===== src/ldm_char_rom.sv =====
// Purpose: shared constants and types for the multiplexed LED display controller,
//          plus the character to segment pattern lookup used on each character update.
// Assumes: segment bit 0 is segment a through bit 6 segment g, bit 7 the decimal point;
//          a 1 lights a segment.
// Notes: the character table is fixed in logic; changing the character set means
//        editing the case table below.
`default_nettype none

package ldm_pkg;
  // register byte offsets on the APB side
  localparam logic [7:0] LDM_OFS_DATA = 8'h00;
  localparam logic [7:0] LDM_OFS_STATUS = 8'h04;
  localparam logic [7:0] LDM_OFS_CTRL = 8'h08;
  localparam logic [7:0] LDM_OFS_LOAD = 8'h0C;
  localparam logic [7:0] LDM_OFS_MAP = 8'h20;
  localparam logic [7:0] LDM_MAP_SPAN = 8'h20;
  // status field positions
  localparam int LDM_ST_FULL = 0;
  localparam int LDM_ST_DIGIT = 1;
  localparam int LDM_ST_RUN = 4;
  // control field positions and reset value
  localparam int LDM_CT_REFRESH = 0;
  localparam int LDM_CT_INPUT = 1;
  localparam logic [1:0] LDM_CTRL_RESET = 2'h3;
  // display timing: 8-bit up-counter, one tick per 87 us, reload value 227
  localparam int LDM_CLK_MHZ = 50;
  localparam int LDM_TICK_US = 87;
  localparam int LDM_TICK_CYCLES = LDM_TICK_US * LDM_CLK_MHZ;
  localparam logic [7:0] LDM_TIMER_LOAD = 8'hE3;
  localparam int LDM_DIGITS = 8;
  localparam int LDM_DIGIT_W = 3;
  // segment patterns
  localparam logic [7:0] LDM_SEG_BLANK = 8'h00;
  localparam logic [7:0] LDM_SEG_DP = 8'h80;
  // character codes that are not plain numerics
  localparam logic [3:0] LDM_CHR_A = 4'hA;
  localparam logic [3:0] LDM_CHR_E = 4'hB;
  localparam logic [3:0] LDM_CHR_F = 4'hC;
  localparam logic [3:0] LDM_CHR_H = 4'hD;
  localparam logic [3:0] LDM_CHR_DP = 4'hE;
  localparam logic [3:0] LDM_CHR_BLANK = 4'hF;

  // display data word: digit select in the high nibble, character select in the low
  typedef struct packed {
    logic [3:0] digit;
    logic [3:0] char_code;
  } ldm_word_s;

  // refresh sequence, gray coded from wait to light; the return from light to wait flips two bits
  typedef enum logic [2:0] {
    LDM_WAIT = 3'h0,
    LDM_BLANK = 3'h1,
    LDM_SEGS = 3'h3,
    LDM_SELECT = 3'h2,
    LDM_LIGHT = 3'h6
  } ldm_refresh_e;
endpackage

module ldm_char_rom (
  // character in
  input wire logic [3:0] CHAR_CODE,
  // pattern out
  output logic [7:0] PATTERN,
  output logic IS_POINT
);
  import ldm_pkg::*;

  // numerics plus a few letters; the point code is merged by the caller
  always_comb begin
    IS_POINT = (CHAR_CODE == LDM_CHR_DP);
    unique case (CHAR_CODE)
      4'h0: PATTERN = 8'h3F;
      4'h1: PATTERN = 8'h06;
      4'h2: PATTERN = 8'h5B;
      4'h3: PATTERN = 8'h4F;
      4'h4: PATTERN = 8'h66;
      4'h5: PATTERN = 8'h6D;
      4'h6: PATTERN = 8'h7D;
      4'h7: PATTERN = 8'h07;
      4'h8: PATTERN = 8'h7F;
      4'h9: PATTERN = 8'h6F;
      LDM_CHR_A: PATTERN = 8'h77;
      LDM_CHR_E: PATTERN = 8'h79;
      LDM_CHR_F: PATTERN = 8'h71;
      LDM_CHR_H: PATTERN = 8'h76;
      LDM_CHR_DP: PATTERN = LDM_SEG_DP;
      LDM_CHR_BLANK: PATTERN = LDM_SEG_BLANK;
    endcase
  end
endmodule

`default_nettype wire


===== src/ldm_led_mux.sv =====
// Purpose: eight-digit multiplexed seven-segment display controller with an APB
//          register port, a host input buffer and a timed digit refresh.
// Assumes: single 50 MHz clock; an external 3-to-8 decoder drives the digit commons.
// Notes: APB answers with no wait states; read data is captured in the setup cycle.
`default_nettype none

module ldm_led_mux #(
  parameter int DIGITS = ldm_pkg::LDM_DIGITS,
  parameter int TICK_CYCLES = ldm_pkg::LDM_TICK_CYCLES
) (
  // clock and reset
  input wire logic CLK,
  input wire logic RESET_N,
  // apb slave
  input wire logic PSEL,
  input wire logic PENABLE,
  input wire logic PWRITE,
  input wire logic [7:0] PADDR,
  input wire logic [31:0] PWDATA,
  output logic [31:0] PRDATA,
  output logic PREADY,
  output logic PSLVERR,
  // display drive
  output logic [7:0] SEGMENT,
  output logic [ldm_pkg::LDM_DIGIT_W-1:0] DIGIT_NUMBER,
  output logic DECODER_ENABLE
);
  import ldm_pkg::*;

  localparam int PRE_W = $clog2(TICK_CYCLES + 1);
  localparam logic [PRE_W-1:0] PRE_LAST = PRE_W'(TICK_CYCLES - 1);
  localparam logic [LDM_DIGIT_W-1:0] DIGIT_LAST = LDM_DIGIT_W'(DIGITS - 1);

  // refuse sizes the three digit-number lines cannot serve
  if (DIGITS < 1 || DIGITS > (1 << LDM_DIGIT_W)) begin : g_bad_digits
    $error("DIGITS must be between 1 and 8");
  end
  if (TICK_CYCLES < 1) begin : g_bad_tick
    $error("TICK_CYCLES must be at least 1");
  end

  // register and state declarations
  logic [7:0] display_map [DIGITS];
  ldm_word_s host_input_buffer;
  logic input_full_flag;
  logic [1:0] ctrl;
  logic [7:0] timer_load;
  logic [7:0] timer_count;
  logic [PRE_W-1:0] prescale;
  logic timer_run;
  logic [LDM_DIGIT_W-1:0] current_digit_counter;
  ldm_refresh_e state;
  ldm_refresh_e next_state;

  // apb decode
  logic setup_phase;
  logic access_phase;
  logic hit_data;
  logic hit_status;
  logic hit_ctrl;
  logic hit_load;
  logic hit_map;
  logic mapped;
  logic wr_data;
  logic [LDM_DIGIT_W-1:0] map_index;
  logic map_in_range;

  // input side
  logic consume;
  logic [7:0] lut_pattern;
  logic lut_point;
  logic digit_ok;

  assign setup_phase = PSEL && !PENABLE;
  assign access_phase = PSEL && PENABLE;
  assign hit_data = (PADDR == LDM_OFS_DATA);
  assign hit_status = (PADDR == LDM_OFS_STATUS);
  assign hit_ctrl = (PADDR == LDM_OFS_CTRL);
  assign hit_load = (PADDR == LDM_OFS_LOAD);
  assign map_index = PADDR[LDM_DIGIT_W+1:2];
  assign map_in_range = (32'(map_index) < DIGITS);
  assign hit_map = (PADDR >= LDM_OFS_MAP) && (PADDR < LDM_OFS_MAP + LDM_MAP_SPAN)
                   && (PADDR[1:0] == 2'h0) && map_in_range;
  assign mapped = hit_data || hit_status || hit_ctrl || hit_load || hit_map;
  assign wr_data = access_phase && PWRITE && hit_data;

  // zero wait states: every access completes in its first access cycle
  assign PREADY = 1'b1;
  assign PSLVERR = access_phase && !mapped;

  // read data is captured during setup so it comes from a flip-flop in access
  always_ff @(posedge CLK or negedge RESET_N) begin
    if (!RESET_N) begin
      PRDATA <= 32'h0;
    end else if (setup_phase && !PWRITE) begin
      PRDATA <= 32'h0;
      if (hit_data) begin
        PRDATA[7:0] <= host_input_buffer;
      end else if (hit_status) begin
        PRDATA[LDM_ST_FULL] <= input_full_flag;
        PRDATA[LDM_ST_DIGIT +: LDM_DIGIT_W] <= current_digit_counter;
        PRDATA[LDM_ST_RUN] <= timer_run;
      end else if (hit_ctrl) begin
        PRDATA[1:0] <= ctrl;
      end else if (hit_load) begin
        PRDATA[7:0] <= timer_load;
      end else if (hit_map) begin
        PRDATA[7:0] <= display_map[map_index];
      end
    end
  end

  // control: refresh and input enables, both on after reset
  always_ff @(posedge CLK or negedge RESET_N) begin
    if (!RESET_N) begin
      ctrl <= LDM_CTRL_RESET;
    end else if (access_phase && PWRITE && hit_ctrl) begin
      ctrl <= PWDATA[1:0];
    end
  end

  // timer reload value; 227 gives 29 ticks of 87 us per digit, 400 per second
  always_ff @(posedge CLK or negedge RESET_N) begin
    if (!RESET_N) begin
      timer_load <= LDM_TIMER_LOAD;
    end else if (access_phase && PWRITE && hit_load) begin
      timer_load <= PWDATA[7:0];
    end
  end

  // input buffer: a host write stores the word; the host is trusted to poll first
  always_ff @(posedge CLK or negedge RESET_N) begin
    if (!RESET_N) begin
      host_input_buffer <= '0;
    end else if (wr_data) begin
      host_input_buffer <= PWDATA[7:0];
    end
  end

  // full flag: a write in the same cycle as the read-out wins, so no word is lost
  assign consume = input_full_flag && ctrl[LDM_CT_INPUT];
  always_ff @(posedge CLK or negedge RESET_N) begin
    if (!RESET_N) begin
      input_full_flag <= 1'b0;
    end else if (wr_data) begin
      input_full_flag <= 1'b1;
    end else if (consume) begin
      input_full_flag <= 1'b0;
    end
  end

  // character lookup for the buffered word
  ldm_char_rom u_rom (
    .CHAR_CODE(host_input_buffer.char_code),
    .PATTERN(lut_pattern),
    .IS_POINT(lut_point)
  );

  assign digit_ok = (32'(host_input_buffer.digit) < DIGITS);

  // display map: blank after reset, updated one word per consumed buffer whose digit is in range
  always_ff @(posedge CLK or negedge RESET_N) begin
    if (!RESET_N) begin
      for (int i = 0; i < DIGITS; i++) begin
        display_map[i] <= LDM_SEG_BLANK;
      end
    end else if (consume && digit_ok) begin
      if (lut_point) begin
        // point keeps the character already shown at that digit
        display_map[host_input_buffer.digit[LDM_DIGIT_W-1:0]] <=
          display_map[host_input_buffer.digit[LDM_DIGIT_W-1:0]] | LDM_SEG_DP;
      end else begin
        display_map[host_input_buffer.digit[LDM_DIGIT_W-1:0]] <= lut_pattern;
      end
    end
  end

  // interval timer: prescaler makes 87 us ticks, 8-bit up-counter stops on overflow
  always_ff @(posedge CLK or negedge RESET_N) begin
    if (!RESET_N) begin
      prescale <= '0;
      timer_count <= LDM_TIMER_LOAD;
      timer_run <= 1'b1;
    end else if (state == LDM_LIGHT) begin
      prescale <= '0;
      timer_count <= timer_load;
      timer_run <= 1'b1;
    end else if (timer_run) begin
      if (prescale == PRE_LAST) begin
        prescale <= '0;
        timer_count <= timer_count + 8'h01;
        if (timer_count == 8'hFF) begin
          timer_run <= 1'b0;
        end
      end else begin
        prescale <= prescale + PRE_W'(1);
      end
    end
  end

  // refresh sequencer: one state per output step so the order is guaranteed
  always_comb begin
    next_state = state;
    unique case (state)
      LDM_WAIT: begin
        // a stopped timer means it overflowed; refresh disabled holds the wait
        if (!timer_run && ctrl[LDM_CT_REFRESH]) begin
          next_state = LDM_BLANK;
        end
      end
      LDM_BLANK: next_state = LDM_SEGS;
      LDM_SEGS: next_state = LDM_SELECT;
      LDM_SELECT: next_state = LDM_LIGHT;
      LDM_LIGHT: next_state = LDM_WAIT;
      default: next_state = LDM_WAIT;
    endcase
  end

  always_ff @(posedge CLK or negedge RESET_N) begin
    if (!RESET_N) begin
      state <= LDM_WAIT;
    end else begin
      state <= next_state;
    end
  end

  // decoder enable: cleared in the blank step, set in the light step and held on through the wait while refresh is enabled, so no digit shows stale segments
  always_ff @(posedge CLK or negedge RESET_N) begin
    if (!RESET_N) begin
      DECODER_ENABLE <= 1'b0;
    end else if (state == LDM_BLANK) begin
      DECODER_ENABLE <= 1'b0;
    end else if (state == LDM_LIGHT) begin
      DECODER_ENABLE <= 1'b1;
    end else if (state == LDM_WAIT && !ctrl[LDM_CT_REFRESH]) begin
      DECODER_ENABLE <= 1'b0; // refresh stopped: a held digit would overheat
    end
  end

  // segments: shared by all digits, changed only while the decoder is off
  always_ff @(posedge CLK or negedge RESET_N) begin
    if (!RESET_N) begin
      SEGMENT <= LDM_SEG_BLANK;
    end else if (state == LDM_SEGS) begin
      SEGMENT <= display_map[current_digit_counter];
    end
  end

  // digit number to the external 3-to-8 decoder
  always_ff @(posedge CLK or negedge RESET_N) begin
    if (!RESET_N) begin
      DIGIT_NUMBER <= '0;
    end else if (state == LDM_SELECT) begin
      DIGIT_NUMBER <= current_digit_counter;
    end
  end

  // current digit advances once per refresh and wraps after the last digit
  always_ff @(posedge CLK or negedge RESET_N) begin
    if (!RESET_N) begin
      current_digit_counter <= '0;
    end else if (state == LDM_LIGHT) begin
      if (current_digit_counter == DIGIT_LAST) begin
        current_digit_counter <= '0;
      end else begin
        current_digit_counter <= current_digit_counter + LDM_DIGIT_W'(1);
      end
    end
  end
endmodule

`default_nettype wire


===== config.mk =====
export PLATFORM = sky130hd
export DESIGN_NAME = ldm_led_mux
export DESIGN_NICKNAME = d
export VERILOG_FILES = /design/src/ldm_char_rom.sv /design/src/ldm_led_mux.sv
export SDC_FILE = /design/constraint.sdc
export NUM_CORES = 1
export LEC_CHECK = 0
export BUFFER_PORTS_ARGS = -buffer_cell sky130_fd_sc_hd__buf_2
export CORE_ASPECT_RATIO = 1.1
export CORE_MARGIN = 2
export CORE_UTILIZATION = 25
export CTS_BUF_LIST = sky130_fd_sc_hd__clkbuf_4
export CTS_CLUSTER_DIAMETER = 30
export DETAILED_ROUTE_END_ITERATION = 12
export GPL_ROUTABILITY_DRIVEN = 0
export PLACE_DENSITY_LB_ADDON = 0.1
export REMOVE_ABC_BUFFERS = 1
export SLEW_MARGIN = 20
export SYNTH_ARGS = -nofsm -noshare
export SYNTH_HDL_FRONTEND = slang
export SYNTH_HIERARCHICAL = 1
export SYNTH_SLANG_ARGS = --single-unit

===== constraint.sdc =====
create_clock -name CLK -period 5.3 [get_ports CLK]
set_input_delay 0.265 -clock CLK [delete_from_list [all_inputs] [get_ports CLK]]
set_output_delay 0.265 -clock CLK [all_outputs]
set_load 0.02 [all_outputs]

==> flow_metrics.env <==
export IMPL_outcome="finished, final reports clean"
export IMPL_synth_distinct_cells=80
export IMPL_hold_path_class="in2reg"
export IMPL_critPathCaptureType="flip-flop"
export IMPL_synth_edf_count=0
export IMPL_vias=6017
export IMPL_ys_ff_latch=131
export IMPL_finalCriticalPeriod_ns=2.657
export IMPL_port_buffers=41
export IMPL_drive_gt1_frac=0.2307
export IMPL_cts_root_buf="clkbuf_4"
export IMPL_fin_skew_ns=0.02952
export IMPL_seqCellArea_sq_um=3294
export IMPL_synth_top_cells_by_area="dfrtp_1 (37%), mux4_2 (8.4%), mux2i_1 (4.8%), nand2_1 (4.6%), mux2_2 (4.5%)"
export IMPL_worstPathArrival_ns=3.07
export IMPL_clk_path_buf_depth=2
export IMPL_synth_top_area_frac=0.3692
export IMPL_pwr_share_comb=0.206
export IMPL_grtUsageTotal=0.1498
export IMPL_fin_nets=845
export IMPL_routed_via_density=4.920
export IMPL_wl_um=24290
export IMPL_cp_top_family="compound AO/OA/AOI/OAI gates"
export IMPL_hold_viol=0
export IMPL_cp_depth=5
export IMPL_p_total_mw=2.491
export IMPL_antenna_found_initial=1
export IMPL_hpwl_um=16430
export IMPL_power_frac_clock=0.307
export IMPL_cts_sinks=131
export IMPL_slew_headroom=0.2822
export IMPL_finalCritPeriodShare=0.5012
export IMPL_internal_power_mw=1.646
export IMPL_yosys_area_top_type="dfrtp_1"
export IMPL_slew_viol_final=0
export IMPL_start_util=0.2541
export IMPL_die_area_sq_um=33440
export IMPL_seq_power_share=0.487
export IMPL_grt_max_degree=93
export IMPL_swShare=0.3390
export IMPL_net_switching_power_mw=0.8442
export IMPL_htreeDepth=4
export IMPL_drt_initial_drc_count=417
export IMPL_synth_avg_cell_area_sq_um=10.44
export IMPL_ant_nets=0
export IMPL_ys_dominant_reg_cell="dfrtp_1"
export IMPL_syn_area_sq_um=7999
export IMPL_path_common_cell="o21ai_0"
export IMPL_max_freq_mhz=376.4
export IMPL_cts_tree="yes"
export IMPL_grt_overflow=0
export IMPL_die_w_um=174.6
export IMPL_multi_input_area_sq_um=4282
export IMPL_async_reset_ff_frac=1.000
export IMPL_critPathKind="reg2reg"
export IMPL_cpMaxStageDelayCell="dfrtp_1"
export IMPL_syn_to_final_growth_pct=10.07
export IMPL_ff2ff_path_depth=5
export IMPL_grt_pass1_wl_um=38050
export IMPL_min_path_cells=4
export IMPL_route_detailed_drc=0
export IMPL_startpoint_type="flip-flop"
export IMPL_clk_pin_slew_worst_paths_ns=0.15
export IMPL_cp_slowest_stage_delay_ns=0.87
export IMPL_p_leak_nw=3.617
export IMPL_utilization=0.2797
export IMPL_dr_pass1_iters=5
export IMPL_ys_seq_area_frac=0.4119
export IMPL_hp_start="PWRITE"
export IMPL_io_pins=91
export IMPL_insertion_delay_ns=0.57
export IMPL_max_cap_violations=0
export IMPL_row_count=68
export IMPL_path_cells="buf_4 > nand2b_1 > o21ai_0 > o41ai_2 > o21ai_0"
export IMPL_ir_drop_mv=0.1006
export IMPL_fp_coreArea_sq_um=31480
export IMPL_hold_path_end="PRDATA[4]"
export IMPL_wire_per_inst_um=19.86
export IMPL_r2r_end="display_map[20]"
export IMPL_synthCells=766
export IMPL_grt_pass1_vias=6136
export IMPL_fillers=3394
export IMPL_post_cts_setup_buffer_count=0
export IMPL_cts_buffers=17
export IMPL_ff2ff_setup_slack_ns=2.64
export IMPL_setup_viol=0
export IMPL_tightest_slew_ns=1.072
export IMPL_critPathMaxFanout=20
export IMPL_tns_ns=0
export IMPL_r2r_start="host_input_buffer[6]"
export IMPL_crit_buf_inv=1
export IMPL_cp_data_required_time_ns=5.72
export IMPL_yosysWarnings=6
export IMPL_power_density_nw_per_um2=282.9
export IMPL_rsz0062_at_grt="no"
export IMPL_die_h_um=191.6
## worst max path at each step
stage / start / end / slack (ns)
5_1_grt: host_input_buffer[0] / display_map[4] / 2.39
3_5_place_dp: host_input_buffer[0] / display_map[20] / 2.61
3_3_place_gp: host_input_buffer[6] / display_map[36] / 2.56
2_1_floorplan: host_input_buffer[0] / display_map[12] / 3.06
6_report: host_input_buffer[6] / display_map[20] / 2.64
4_1_cts: host_input_buffer[0] / display_map[20] / 2.58
## flip-flops by register name, summed over array words and instances, names as in the netlist, 2 cells and up
name,flops
PRDATA,8
DIGIT_NUMBER,3
current_digit_counter,3
host_input_buffer,8
ctrl,2
SEGMENT,8
timer_count,8
timer_load,8
state,3
prescale,13
display_map,64
## layout by cell type (no fill, tap or decap), types with 5 or more instances in the layout
master         instances
dfstp_2               13
conb_1                25
a31oi_1               14
buf_2                 40
o21ai_0               52
dlygate4sd3_1          9
o21ai_1                7
nor3_1                 7
ha_1                  11
nand4_1               11
nand2_1               98
and3_1                 6
xor2_1                 5
nor2_1                36
a21oi_1               19
o31ai_1               29
mux2_2                32
nand3_1               24
a22oi_1                5
clkbuf_4              19
dfrtp_1              118
inv_1                 12
mux4_2                30
nand3b_1              11
mux2i_1               38
or4_1                  5
buf_4                  7
nor2b_1                7
## metal layers
metal | share of wire | wire length [um] | GRT usage
met5 | 0 | 0 | 0
met4 | 0.011 | 279 | 0.03654
met3 | 0.030 | 731 | 0.02237
met1 | 0.46 | 11210 | 0.1974
met2 | 0.50 | 12060 | 0.2590
## worst register-to-register path, delay by kind of cell (launching register included)
kind	cells	cell delay [ns]
AO/OA/AOI/OAI	3	1.03
buffers and inverters	1	0.39
flip-flops	1	0.87
AND/OR/NAND/NOR	1	0.21
## through the flow
stage	setup slack [ns]	hold WS [ns]	instances	instance area (sq um)
floorplan	3.062	-0.03059	713	7621
global placement	2.560	0.4514	1181	8411
detailed placement	2.610	0.4470	1181	8411
CTS	2.583	0.1014	1222	8802
global route	2.393	0.1425	1223	8805
finish	2.644	0.1434	1223	8805
## power by group through the flow
stage                     logic [mW]  clock network [mW]  registers, mW
final                          0.512               0.765           1.21
after global routing           0.572               0.842           1.23
after CTS                      0.528               0.796           1.22
after detailed placement       0.523                   0           1.23
after global placement         0.522                   0           1.23
after floorplan                0.283                   0           1.26
## cell usage after synthesis (4+ instances only)
cell type and instances:
a21boi_0 4, a21oi_1 19, a221oi_1 4, a22oi_1 5
a31oi_1 14, and2_1 4, and3_1 6, and4_1 4
buf_1 6, buf_2 16, buf_4 30, buf_6 6
clkbuf_1 17, dfrtp_1 118, dfstp_2 13, ha_1 11
inv_1 12, mux2_2 32, mux2i_1 38, mux4_2 30
nand2_1 98, nand2b_1 4, nand3_1 24, nand3b_1 11
nand4_1 11, nor2_1 36, nor2b_1 7, nor3_1 7
nor4_4 4, o21ai_0 52, o21ai_1 7, o221ai_1 4
o22ai_1 4, o31ai_1 29, or3b_2 4, or4_1 5
xor2_1 5
## repair_timing
action / CTS / global route
hold buffers: 9 / 0
resized for setup: 0 / 0
endpoints found under the hold margin: 96 / 0
## cells by family after synthesis
kind of cell / after synthesis / synth area share
buffers and inverters: 88 / 0.06366
AO/OA/AOI/OAI: 176 / 0.1469
XOR/XNOR: 7 / 0.007665
adder cells (fa/ha/maj): 11 / 0.01721
other: 2 / 0.0009389
flip-flops: 131 / 0.4119
AND/OR/NAND/NOR: 248 / 0.1653
multiplexers: 103 / 0.1865
## layout make-up
cell class	count	area share
clock buffer	19	0.01620
antenna	1	0.0002842
tap	420	0.05968
timing repair buffer	57	0.04022
inverter	12	0.005116
sequential	131	0.3742
clock inverter	13	0.01805
multi-input combinational	570	0.4863
Power figures use the tool's default switching activity.
